$ cat src/hw/gsp_pkg.sv
// shared constants of the global strap and status pin block
package gsp_pkg;
    // register byte offsets
    localparam logic [5:0] GSP_CFG1_OFS = 6'h00;
    localparam logic [5:0] GSP_RATE_OFS = 6'h04;
    localparam logic [5:0] GSP_CFG10_OFS = 6'h08;
    localparam logic [5:0] GSP_IRQCFG_OFS = 6'h0c;
    localparam logic [5:0] GSP_STS2_OFS = 6'h10;
    localparam logic [5:0] GSP_MASK_OFS = 6'h14;
    localparam logic [5:0] GSP_IOCTL_OFS = 6'h18;
    localparam logic [5:0] GSP_IOSTS_OFS = 6'h1c;
    localparam logic [5:0] GSP_LIVE_OFS = 6'h20;
    // field positions
    localparam int GSP_LOCK_EN_BIT = 0;
    localparam int GSP_RATE_FAM_BIT = 0;
    localparam int GSP_DIG1_BIT = 1;
    localparam int GSP_DIG2_BIT = 2;
    localparam int GSP_EXTSW_BIT = 0;
    localparam int GSP_SRF_EN_BIT = 1;
    localparam int GSP_LOS_MODE_BIT = 0;
    localparam int GSP_ACT_HIGH_BIT = 1;
    localparam int GSP_OPEN_DRAIN_BIT = 2;
    localparam int GSP_GPO_BIT = 3;
    localparam int GSP_GPO_VAL_BIT = 4;
    localparam int GSP_ST_FAIL_BIT = 0;
    localparam int GSP_ST_LOCK_BIT = 1;
    localparam int GSP_ST_LOS_BIT = 2;
    localparam int GSP_ST_IO4_BIT = 3;
    localparam int GSP_IO4_DIR_BIT = 0;
    localparam int GSP_IO4_VAL_BIT = 1;
    localparam int GSP_LV_PAIR_BIT = 0;
    localparam int GSP_LV_LOCK_BIT = 1;
    localparam int GSP_LV_LOS_BIT = 2;
    localparam int GSP_LV_FAIL_BIT = 3;
    // reset values
    localparam logic GSP_CFG1_RST = 1'b0;
    localparam logic [1:0] GSP_CFG10_RST = 2'h0;
    localparam logic [4:0] GSP_IRQCFG_RST = 5'h00;
    localparam logic [3:0] GSP_STS_RST = 4'h0;
    localparam logic [3:0] GSP_MASK_RST = 4'h0;
    localparam logic [1:0] GSP_IOCTL_RST = 2'h0;
    localparam logic [2:0] GSP_RATE_RST = 3'h0;
    // timing counts
    localparam int GSP_RST_HOLD_CYC = 2;
    localparam int GSP_RST_STAGES = 2;
endpackage

$ cat src/hw/gsp_top.sv
// global strap, status pin and interrupt logic with bus slave
// What this block does
// RULE1: reset high returns everything to defaults
// RULE2: board holds reset two clocks minimum
// RULE3: release latches source-select pin into bit
// RULE4: enabled pin then picks input pair
// RULE5: rate strap sets rate family defaults
// RULE6: strap pin becomes general io four
// RULE7: enabled fail pin follows latched fail
// RULE8: disabled fail pin floats
// RULE9: enabled lock pin shows dpll lock
// RULE10: disabled lock pin driven low
// RULE11: mode bit picks interrupt or loss
// RULE12: interrupt pin polarity, drive, gpo options
// RULE13: loss mode shows live activity result
// RULE14: internal reset releases on the clock
`timescale 1ns/1ps
`default_nettype none
module gsp_top (
    // clock and reset
    input wire logic core_clk,
    input wire logic rst,
    // avalon-mm slave
    input wire logic [5:0] avs_address,
    input wire logic avs_read,
    input wire logic avs_write,
    input wire logic [31:0] avs_writedata,
    input wire logic [3:0] avs_byteenable,
    output logic [31:0] avs_readdata,
    output logic avs_waitrequest,
    // device pins
    input wire logic fast_source_select_pin,
    input wire logic general_io_pin4_in,
    output logic general_io_pin4_out,
    output logic general_io_pin4_oe,
    output logic ref_fail_output,
    output logic ref_fail_output_oe,
    output logic lock_pin_out,
    output logic irq_request_out,
    output logic irq_request_out_oe,
    // from the core
    input wire logic ref_fail_in,
    input wire logic dpll_locked,
    input wire logic sel_ref_active,
    // to the core
    output logic pair_select,
    output logic rate_family_bit,
    output logic digital_out1_rate_sel,
    output logic digital_out2_rate_sel,
    output logic irq
);
    import gsp_pkg::*;

    logic rst_int; // clock-released reset
    logic fast_source_select_pin_lvl; // settled source-select pin
    logic io4_lvl; // settled io4 pin
    logic strap_done_q; // straps taken
    logic main_config_reg_one_q; // lock pin enable
    logic [2:0] rate_cfg_q; // rate family and output rates
    logic [1:0] main_config_reg_ten_q; // switch enable, fail pin
    logic [4:0] irq_config_reg_q; // shared pin setup
    logic [3:0] main_status_reg_two_q; // sticky events
    logic [3:0] irq_mask_q; // interrupt mask
    logic [1:0] general_io_control_reg_q; // io4 dir and value
    logic fail_prev_q; // edge history
    logic lock_prev_q;
    logic los_prev_q;
    logic io4_prev_q;
    logic wait_q; // waitrequest
    logic [31:0] rdata_q; // read data
    logic irq_q;
    logic pair_q;
    logic io4_out_q;
    logic io4_oe_q;
    logic srf_q;
    logic srf_oe_q;
    logic lock_q;
    logic intr_q;
    logic intr_oe_q;
    logic los_now; // loss of selected reference
    logic wr_acc; // write taken this edge
    logic wr_lo; // byte lane zero written
    logic [3:0] ev_set; // events this cycle
    logic [3:0] ev_clr; // software clears
    logic [31:0] rd_mux;
    logic intr_val; // interrupt pin level

    // release reset on the clock so all defaults leave together
    gsp_rst_sync u_rst ( // RULE14
        .core_clk(core_clk),
        .rst(rst),
        .rst_out(rst_int)
    );

    // pins from outside the clock domain
    gsp_sync3 u_fast_source_select_pin (
        .core_clk(core_clk),
        .pin_in(fast_source_select_pin),
        .level_out(fast_source_select_pin_lvl)
    );
    gsp_sync3 u_io4 (
        .core_clk(core_clk),
        .pin_in(general_io_pin4_in),
        .level_out(io4_lvl)
    );

    assign los_now = ~sel_ref_active;
    assign wr_acc = avs_write && !wait_q;
    assign wr_lo = wr_acc && avs_byteenable[0];

    // strap capture flag; first edge after internal release
    always_ff @(posedge core_clk or posedge rst_int) begin
        if (rst_int) begin
            strap_done_q <= 1'b0; // RULE1
        end else begin
            strap_done_q <= 1'b1;
        end
    end

    // bus handshake: one wait cycle, then one ready cycle
    always_ff @(posedge core_clk or posedge rst_int) begin
        if (rst_int) begin
            wait_q <= 1'b1;
        end else if (wait_q && (avs_read || avs_write)) begin
            wait_q <= 1'b0;
        end else begin
            wait_q <= 1'b1;
        end
    end

    // read mux; unmapped words read zero
    always_comb begin
        rd_mux = 32'h0000_0000;
        if (avs_address == GSP_CFG1_OFS) begin
            rd_mux[0] = main_config_reg_one_q;
        end else if (avs_address == GSP_RATE_OFS) begin
            rd_mux[2:0] = rate_cfg_q;
        end else if (avs_address == GSP_CFG10_OFS) begin
            rd_mux[1:0] = main_config_reg_ten_q;
        end else if (avs_address == GSP_IRQCFG_OFS) begin
            rd_mux[4:0] = irq_config_reg_q;
        end else if (avs_address == GSP_STS2_OFS) begin
            rd_mux[3:0] = main_status_reg_two_q;
        end else if (avs_address == GSP_MASK_OFS) begin
            rd_mux[3:0] = irq_mask_q;
        end else if (avs_address == GSP_IOCTL_OFS) begin
            rd_mux[1:0] = general_io_control_reg_q;
        end else if (avs_address == GSP_IOSTS_OFS) begin
            rd_mux[0] = io4_lvl; // RULE6
        end else if (avs_address == GSP_LIVE_OFS) begin
            rd_mux[GSP_LV_PAIR_BIT] = pair_q;
            rd_mux[GSP_LV_LOCK_BIT] = dpll_locked;
            rd_mux[GSP_LV_LOS_BIT] = los_now;
            rd_mux[GSP_LV_FAIL_BIT] = ref_fail_in;
        end
    end

    // read data caught in the wait cycle, stands on the ready edge
    always_ff @(posedge core_clk or posedge rst_int) begin
        if (rst_int) begin
            rdata_q <= 32'h0000_0000;
        end else if (wait_q && avs_read) begin
            rdata_q <= rd_mux;
        end
    end

    // config registers; straps load their defaults in the capture cycle
    // a bus write cannot land in that cycle, the bus is still waiting then
    always_ff @(posedge core_clk or posedge rst_int) begin
        if (rst_int) begin
            main_config_reg_one_q <= GSP_CFG1_RST;
            rate_cfg_q <= GSP_RATE_RST;
            main_config_reg_ten_q <= GSP_CFG10_RST;
            irq_config_reg_q <= GSP_IRQCFG_RST; // RULE11
            irq_mask_q <= GSP_MASK_RST;
            general_io_control_reg_q <= GSP_IOCTL_RST; // input, strap not fought
        end else if (!strap_done_q) begin
            rate_cfg_q <= {3{io4_lvl}}; // RULE5
            main_config_reg_ten_q[GSP_EXTSW_BIT] <= fast_source_select_pin_lvl; // RULE3
        end else if (wr_lo) begin
            if (avs_address == GSP_CFG1_OFS) begin
                main_config_reg_one_q <= avs_writedata[GSP_LOCK_EN_BIT];
            end else if (avs_address == GSP_RATE_OFS) begin
                rate_cfg_q <= avs_writedata[2:0];
            end else if (avs_address == GSP_CFG10_OFS) begin
                main_config_reg_ten_q <= avs_writedata[1:0];
            end else if (avs_address == GSP_IRQCFG_OFS) begin
                irq_config_reg_q <= avs_writedata[4:0];
            end else if (avs_address == GSP_MASK_OFS) begin
                irq_mask_q <= avs_writedata[3:0];
            end else if (avs_address == GSP_IOCTL_OFS) begin
                general_io_control_reg_q <= avs_writedata[1:0]; // RULE6
            end
        end
    end

    // edge history for event detection
    always_ff @(posedge core_clk or posedge rst_int) begin
        if (rst_int) begin
            fail_prev_q <= 1'b0;
            lock_prev_q <= 1'b0;
            los_prev_q <= 1'b0;
            io4_prev_q <= 1'b0;
        end else begin
            fail_prev_q <= ref_fail_in;
            lock_prev_q <= dpll_locked;
            los_prev_q <= los_now;
            io4_prev_q <= io4_lvl;
        end
    end

    // events held off for the capture cycle, history is stale then
    always_comb begin
        ev_set = 4'h0;
        ev_set[GSP_ST_FAIL_BIT] = ref_fail_in & ~fail_prev_q;
        ev_set[GSP_ST_LOCK_BIT] = dpll_locked ^ lock_prev_q;
        ev_set[GSP_ST_LOS_BIT] = los_now & ~los_prev_q;
        ev_set[GSP_ST_IO4_BIT] = io4_lvl ^ io4_prev_q;
        if (!strap_done_q) begin
            ev_set = 4'h0;
        end
    end

    // write one to clear
    assign ev_clr = (wr_lo && avs_address == GSP_STS2_OFS) ?
        avs_writedata[3:0] : 4'h0;

    // sticky status; a new event beats a clear in the same cycle
    always_ff @(posedge core_clk or posedge rst_int) begin
        if (rst_int) begin
            main_status_reg_two_q <= GSP_STS_RST;
        end else begin
            main_status_reg_two_q <= (main_status_reg_two_q & ~ev_clr) | ev_set;
        end
    end

    // level interrupt from unmasked sticky bits
    always_ff @(posedge core_clk or posedge rst_int) begin
        if (rst_int) begin
            irq_q <= 1'b0;
        end else begin
            irq_q <= |(main_status_reg_two_q & irq_mask_q);
        end
    end

    // pin drivers, each one flop behind its control
    always_ff @(posedge core_clk or posedge rst_int) begin
        if (rst_int) begin
            pair_q <= 1'b0;
            io4_oe_q <= 1'b0;
            io4_out_q <= 1'b0;
            srf_q <= 1'b0;
            srf_oe_q <= 1'b0;
            lock_q <= 1'b0;
        end else begin
            // pair follows the pin only while switching is enabled
            pair_q <= main_config_reg_ten_q[GSP_EXTSW_BIT] & fast_source_select_pin_lvl; // RULE4
            io4_oe_q <= general_io_control_reg_q[GSP_IO4_DIR_BIT]; // RULE6
            io4_out_q <= general_io_control_reg_q[GSP_IO4_VAL_BIT];
            srf_q <= main_status_reg_two_q[GSP_ST_FAIL_BIT]; // RULE7
            srf_oe_q <= main_config_reg_ten_q[GSP_SRF_EN_BIT]; // RULE8
            // disabled lock pin is driven low, never floated
            lock_q <= main_config_reg_one_q & dpll_locked; // RULE9 RULE10
        end
    end

    // asserted level of the shared pin in interrupt mode
    always_comb begin
        if (irq_config_reg_q[GSP_GPO_BIT]) begin
            intr_val = irq_config_reg_q[GSP_GPO_VAL_BIT];
        end else if (irq_config_reg_q[GSP_ACT_HIGH_BIT]) begin
            intr_val = irq_q;
        end else begin
            intr_val = ~irq_q;
        end
    end

    // shared pin; loss mode is unlatched and always push-pull
    always_ff @(posedge core_clk or posedge rst_int) begin
        if (rst_int) begin
            intr_q <= 1'b0;
            intr_oe_q <= 1'b0;
        end else if (irq_config_reg_q[GSP_LOS_MODE_BIT]) begin
            intr_q <= los_now; // RULE13
            intr_oe_q <= 1'b1;
        end else if (irq_config_reg_q[GSP_OPEN_DRAIN_BIT]) begin
            intr_q <= 1'b0; // RULE12
            intr_oe_q <= ~intr_val;
        end else begin
            intr_q <= intr_val; // RULE12
            intr_oe_q <= 1'b1;
        end
    end

    assign avs_readdata = rdata_q;
    assign avs_waitrequest = wait_q;
    assign general_io_pin4_out = io4_out_q;
    assign general_io_pin4_oe = io4_oe_q;
    assign ref_fail_output = srf_q;
    assign ref_fail_output_oe = srf_oe_q;
    assign lock_pin_out = lock_q;
    assign irq_request_out = intr_q;
    assign irq_request_out_oe = intr_oe_q;
    assign pair_select = pair_q;
    assign rate_family_bit = rate_cfg_q[GSP_RATE_FAM_BIT];
    assign digital_out1_rate_sel = rate_cfg_q[GSP_DIG1_BIT];
    assign digital_out2_rate_sel = rate_cfg_q[GSP_DIG2_BIT];
    assign irq = irq_q;
endmodule
`default_nettype wire

$ cat src/hw/gsp_sync3.sv
// three-stage pin synchroniser with agreement filter
`timescale 1ns/1ps
`default_nettype none
module gsp_sync3 (
    // clock
    input wire logic core_clk,
    // raw pin level
    input wire logic pin_in,
    // settled level
    output logic level_out
);
    // no reset: the chain must track the pin through reset
    // so that a strap level is valid at release
    logic s1_q;
    logic s2_q;
    logic s3_q;
    logic lvl_q;
    // plain shift chain
    always_ff @(posedge core_clk) begin
        s1_q <= pin_in;
        s2_q <= s1_q;
        s3_q <= s2_q;
    end
    // accept a level once stages two and three agree
    always_ff @(posedge core_clk) begin
        if (s2_q == s3_q) begin
            lvl_q <= s3_q;
        end
    end
    assign level_out = lvl_q;
endmodule
`default_nettype wire

$ cat src/hw/gsp_rst_sync.sv
// reset synchroniser: asserts at once, releases on the clock
`timescale 1ns/1ps
`default_nettype none
module gsp_rst_sync
    import gsp_pkg::*;
(
    // clock and raw reset
    input wire logic core_clk,
    input wire logic rst,
    // internal reset
    output logic rst_out
);
    logic [GSP_RST_STAGES-1:0] chain_q;
    // ones shift out after release
    always_ff @(posedge core_clk or posedge rst) begin
        if (rst) begin
            chain_q <= '1;
        end else begin
            chain_q <= {chain_q[GSP_RST_STAGES-2:0], 1'b0};
        end
    end
    assign rst_out = chain_q[GSP_RST_STAGES-1];
endmodule
`default_nettype wire

$ cat config.mk
export PLATFORM = sky130hd
export DESIGN_NAME = gsp_top
export DESIGN_NICKNAME = d
export VERILOG_FILES = /design/src/hw/gsp_pkg.sv /design/src/hw/gsp_top.sv /design/src/hw/gsp_sync3.sv /design/src/hw/gsp_rst_sync.sv
export SDC_FILE = /design/constraint.sdc
export NUM_CORES = 1
export LEC_CHECK = 0
export CAP_MARGIN = 20
export CORE_MARGIN = 2
export CORE_UTILIZATION = 54
export DETAILED_ROUTE_END_ITERATION = 10
export DONT_BUFFER_PORTS = 1
export PLACE_DENSITY = 0.68
export SLEW_MARGIN = 10
export SYNTH_ARGS = -nofsm -noshare
export SYNTH_HDL_FRONTEND = slang
export SYNTH_HIERARCHICAL = 1
export SYNTH_SLANG_ARGS = --single-unit
$ cat constraint.sdc
create_clock -name core_clk -period 1.7 [get_ports core_clk]
set_input_delay 0.17 -clock core_clk [delete_from_list [all_inputs] [get_ports core_clk]]
set_output_delay 0.17 -clock core_clk [all_outputs]
set_load 0.005 [all_outputs]
==> impl_metrics.env <==
export IMPL_syn_area_per_cell_um2=11.58
export IMPL_crit_required_ns=1.90
export IMPL_htreeDepth=2
export IMPL_max_slew_margin=0.6001
export IMPL_grt_pass1_vias=1558
export IMPL_muxShareOfSynthArea=0.09575
export IMPL_globalplace_congestion=0.8823
export IMPL_synthXorXnorAreaFrac=0.01792
export IMPL_status="completed"
export IMPL_synth_seq_area_share=0.5156
export IMPL_track_usage=0.2002
export IMPL_fillers=389
export IMPL_synth_distinct_cells=53
export IMPL_wl_per_cell_um=17.58
export IMPL_rsz0062_at_grt="no"
export IMPL_yosysWarnings=6
export IMPL_io_buffers=0
export IMPL_worstSetupPathType="flop to flop"
export IMPL_dp_final_hpwl_um=3706
export IMPL_ant_nets=0
export IMPL_avgViaCountPerCell=5.713
export IMPL_finalCritPeriodShare=0.9470
export IMPL_p_total_w=0.002376
export IMPL_dr_total_vias=1611
export IMPL_synth_flop_cell="dfrtp_1"
export IMPL_maxCapViolCount=0
export IMPL_drive_above_1_share=0.1739
export IMPL_yosys_area_share_simple=0.1408
export IMPL_arrival_ns=1.81
export IMPL_core_area_mm2=0.004354
export IMPL_worst_pin_slew_ns=0.5916
export IMPL_synth_compound_area_frac=0.1116
export IMPL_cts_setup_buffers=0
export IMPL_fmax_mhz=621.1
export IMPL_cts_root_buf="clkbuf_8"
export IMPL_cts_buffer_depth=2
export IMPL_grt_first_pass_wirelength_um=7810
export IMPL_antenna_cells=0
export IMPL_grt_overflow=0
export IMPL_final_common_cell="dfrtp_1"
export IMPL_finalCriticalPeriod_ns=1.610
export IMPL_clkSinkCount=51
export IMPL_pwr_density_cell_mw_per_mm2=899.8
export IMPL_final_setup_tns_ns=0
export IMPL_antenna_found_initial=0
export IMPL_leakagePower_nw=1.190
export IMPL_synth_async_reset_ratio=0.8431
export IMPL_totalWireLength_um=4958
export IMPL_r2r_slack_ns=0.09
export IMPL_cts_clk_slew_worst_paths_ns=0.09
export IMPL_setup_viol=0
export IMPL_synth_top_family_by_area="simple AND/OR/NAND/NOR gates"
export IMPL_ios=96
export IMPL_worst_skew_pair_late_latency_ns=0.30
export IMPL_die_w_um=71.27
export IMPL_syn_inst=211
export IMPL_cts_tree="done"
export IMPL_hold_viol=0
export IMPL_drcViolationCount=0
export IMPL_ir_drop_mv=0.5127
export IMPL_startpoint_type="flop"
export IMPL_slew_viol_final=0
export IMPL_dieArea_mm2=0.005079
export IMPL_cp_end_kind="flop"
export IMPL_ys_ff_latch=51
export IMPL_cts_buffers=5
export IMPL_netlist_area_mm2=0.002444
export IMPL_row_count=24
export IMPL_synthAdderAreaFrac=0
export IMPL_crit_fanout=6
export IMPL_skew_ns=0.008940
export IMPL_syn2layout_area_growth_pct=8.039
export IMPL_synth_edf_count=2
export IMPL_hp_class="input pin to flop"
export IMPL_die_h_um=71.27
export IMPL_grt_max_degree=42
export IMPL_first_iter_violations=219
export IMPL_hold_buffers=8
export IMPL_first_pass_iters=4
export IMPL_initial_core_util=0.5612
export IMPL_nets=280
export IMPL_final_cell_mix="dfrtp_1, conb_1, nand2_1, dlygate4sd3_1, nor2_1"
export IMPL_ctsResizeCount=0
[flip-flops by register name (all words and copies together), names as in the netlist, 2 cells and up]
name                      count
main_status_reg_two_q         4
general_io_control_reg_q      2
rate_cfg_q                    3
irq_mask_q                    4
irq_config_reg_q              5
main_config_reg_ten_q         2
avs_readdata                  5
u_rst/chain_q                 2
[final cells by class]
type	instances	area, um^2	share of cell area
sequential	51	1260	0.4773
multi-input combinational	145	1003	0.3801
timing repair buffer	19	172.7	0.06540
clock buffer	5	68.82	0.02607
tap	52	65.06	0.02464
clock inverter	3	43.79	0.01659
inverter	7	26.28	0.009953
[routing by layer]
metal  part of all wire  wire, um  global-route usage
met1               0.38      1903              0.2662
met2               0.51      2518              0.3251
met3              0.098       486             0.05767
met4             0.0099        49             0.05241
met5                  0         0                   0
[stage by stage]
| stage | cell area [um^2] | hold slack, ns | utilization | setup slack (ns) | instances |
|---|---|---|---|---|---|
| 2_1_floorplan | 2541 | 0.08150 | - | 0.1356 | 237 |
| 3_3_place_gp | 2407 | 0.08895 | 0.5529 | 0.07172 | 262 |
| 3_5_place_dp | 2407 | 0.09219 | 0.5529 | 0.06074 | 262 |
| 4_1_cts | 2600 | 0.002178 | 0.5971 | 0.09979 | 278 |
| 5_1_grt | 2640 | -0.001587 | 0.6063 | 0.004554 | 282 |
| 6_report | 2640 | 0.008000 | 0.6063 | 0.09002 | 282 |
[where the power goes]
group          switching (W)  internal, W  leakage, nW
clock               0.000389     0.000438       0.0581
sequential         0.0000521      0.00129        0.596
combinational       0.000118    0.0000919        0.536
total               0.000558      0.00182         1.19
[critical path: stages (launching register included)]
cell,delay (ns)
dfstp_2,0.40
and3b_1,0.28
nand3_1,0.18
nor2_2,0.27
mux2_2,0.37
[cells in the mapped netlist (2+ instances only)]
| library cell | number | area (um^2) |
|---|---|---|
| inv_1 | 7 | 26.28 |
| o21ai_0 | 7 | 35.03 |
| mux2i_1 | 5 | 50.05 |
| xor2_1 | 3 | 26.28 |
| a22o_1 | 3 | 26.28 |
| o31ai_1 | 2 | 15.01 |
| nor4b_1 | 2 | 17.52 |
| a21oi_1 | 8 | 40.04 |
| xnor2_1 | 2 | 17.52 |
| nor2_1 | 9 | 33.78 |
| edfxtp_1 | 2 | 60.06 |
| and2_1 | 3 | 18.77 |
| mux2_2 | 7 | 78.83 |
| a31oi_1 | 5 | 31.28 |
| nand2_1 | 12 | 45.04 |
| nand3_1 | 2 | 10.01 |
| nor3_2 | 2 | 20.02 |
| dfrtp_1 | 40 | 1001 |
| a32o_1 | 2 | 20.02 |
| buf_4 | 27 | 202.7 |
| dfxtp_1 | 6 | 120.1 |
| and3_1 | 3 | 18.77 |
| or4b_1 | 2 | 20.02 |
| nand2b_1 | 3 | 18.77 |
| dfstp_2 | 3 | 78.83 |
| a22oi_1 | 2 | 15.01 |
| mux2_1 | 2 | 22.52 |
| nand3b_1 | 3 | 22.52 |
| conb_1 | 3 | 11.26 |
| buf_6 | 3 | 33.78 |
| o32ai_1 | 2 | 17.52 |
| mux2_4 | 4 | 60.06 |
| clkbuf_1 | 3 | 11.26 |
| nor3_4 | 3 | 48.80 |
[cells by family after synthesis]
kind of cell	count (synthesis)
AO/OA/AOI/OAI	39
XOR/XNOR	5
buffers and inverters	41
flip-flops	51
multiplexers	19
other	3
AND/OR/NAND/NOR	53
[path summary, 6_finish.rpt]
| path | startpoint | endpoint | cells past startpoint |
|---|---|---|---|
| setup / recovery | avs_waitrequest | irq_config_reg_q[1] | 4 |
| hold / removal | avs_writedata[3] | irq_mask_q[3] | 1 |
| setup reg to reg | avs_waitrequest | irq_config_reg_q[1] | 4 |
| hold reg to reg | u_io4/s1_q | u_io4/s2_q | 0 |
| max in group asynchronous | u_rst/chain_q[1] | avs_waitrequest | 2 |
| min in group asynchronous | rst | u_rst/chain_q[1] | 2 |
Note: power is estimated with default switching activity, not from simulation.
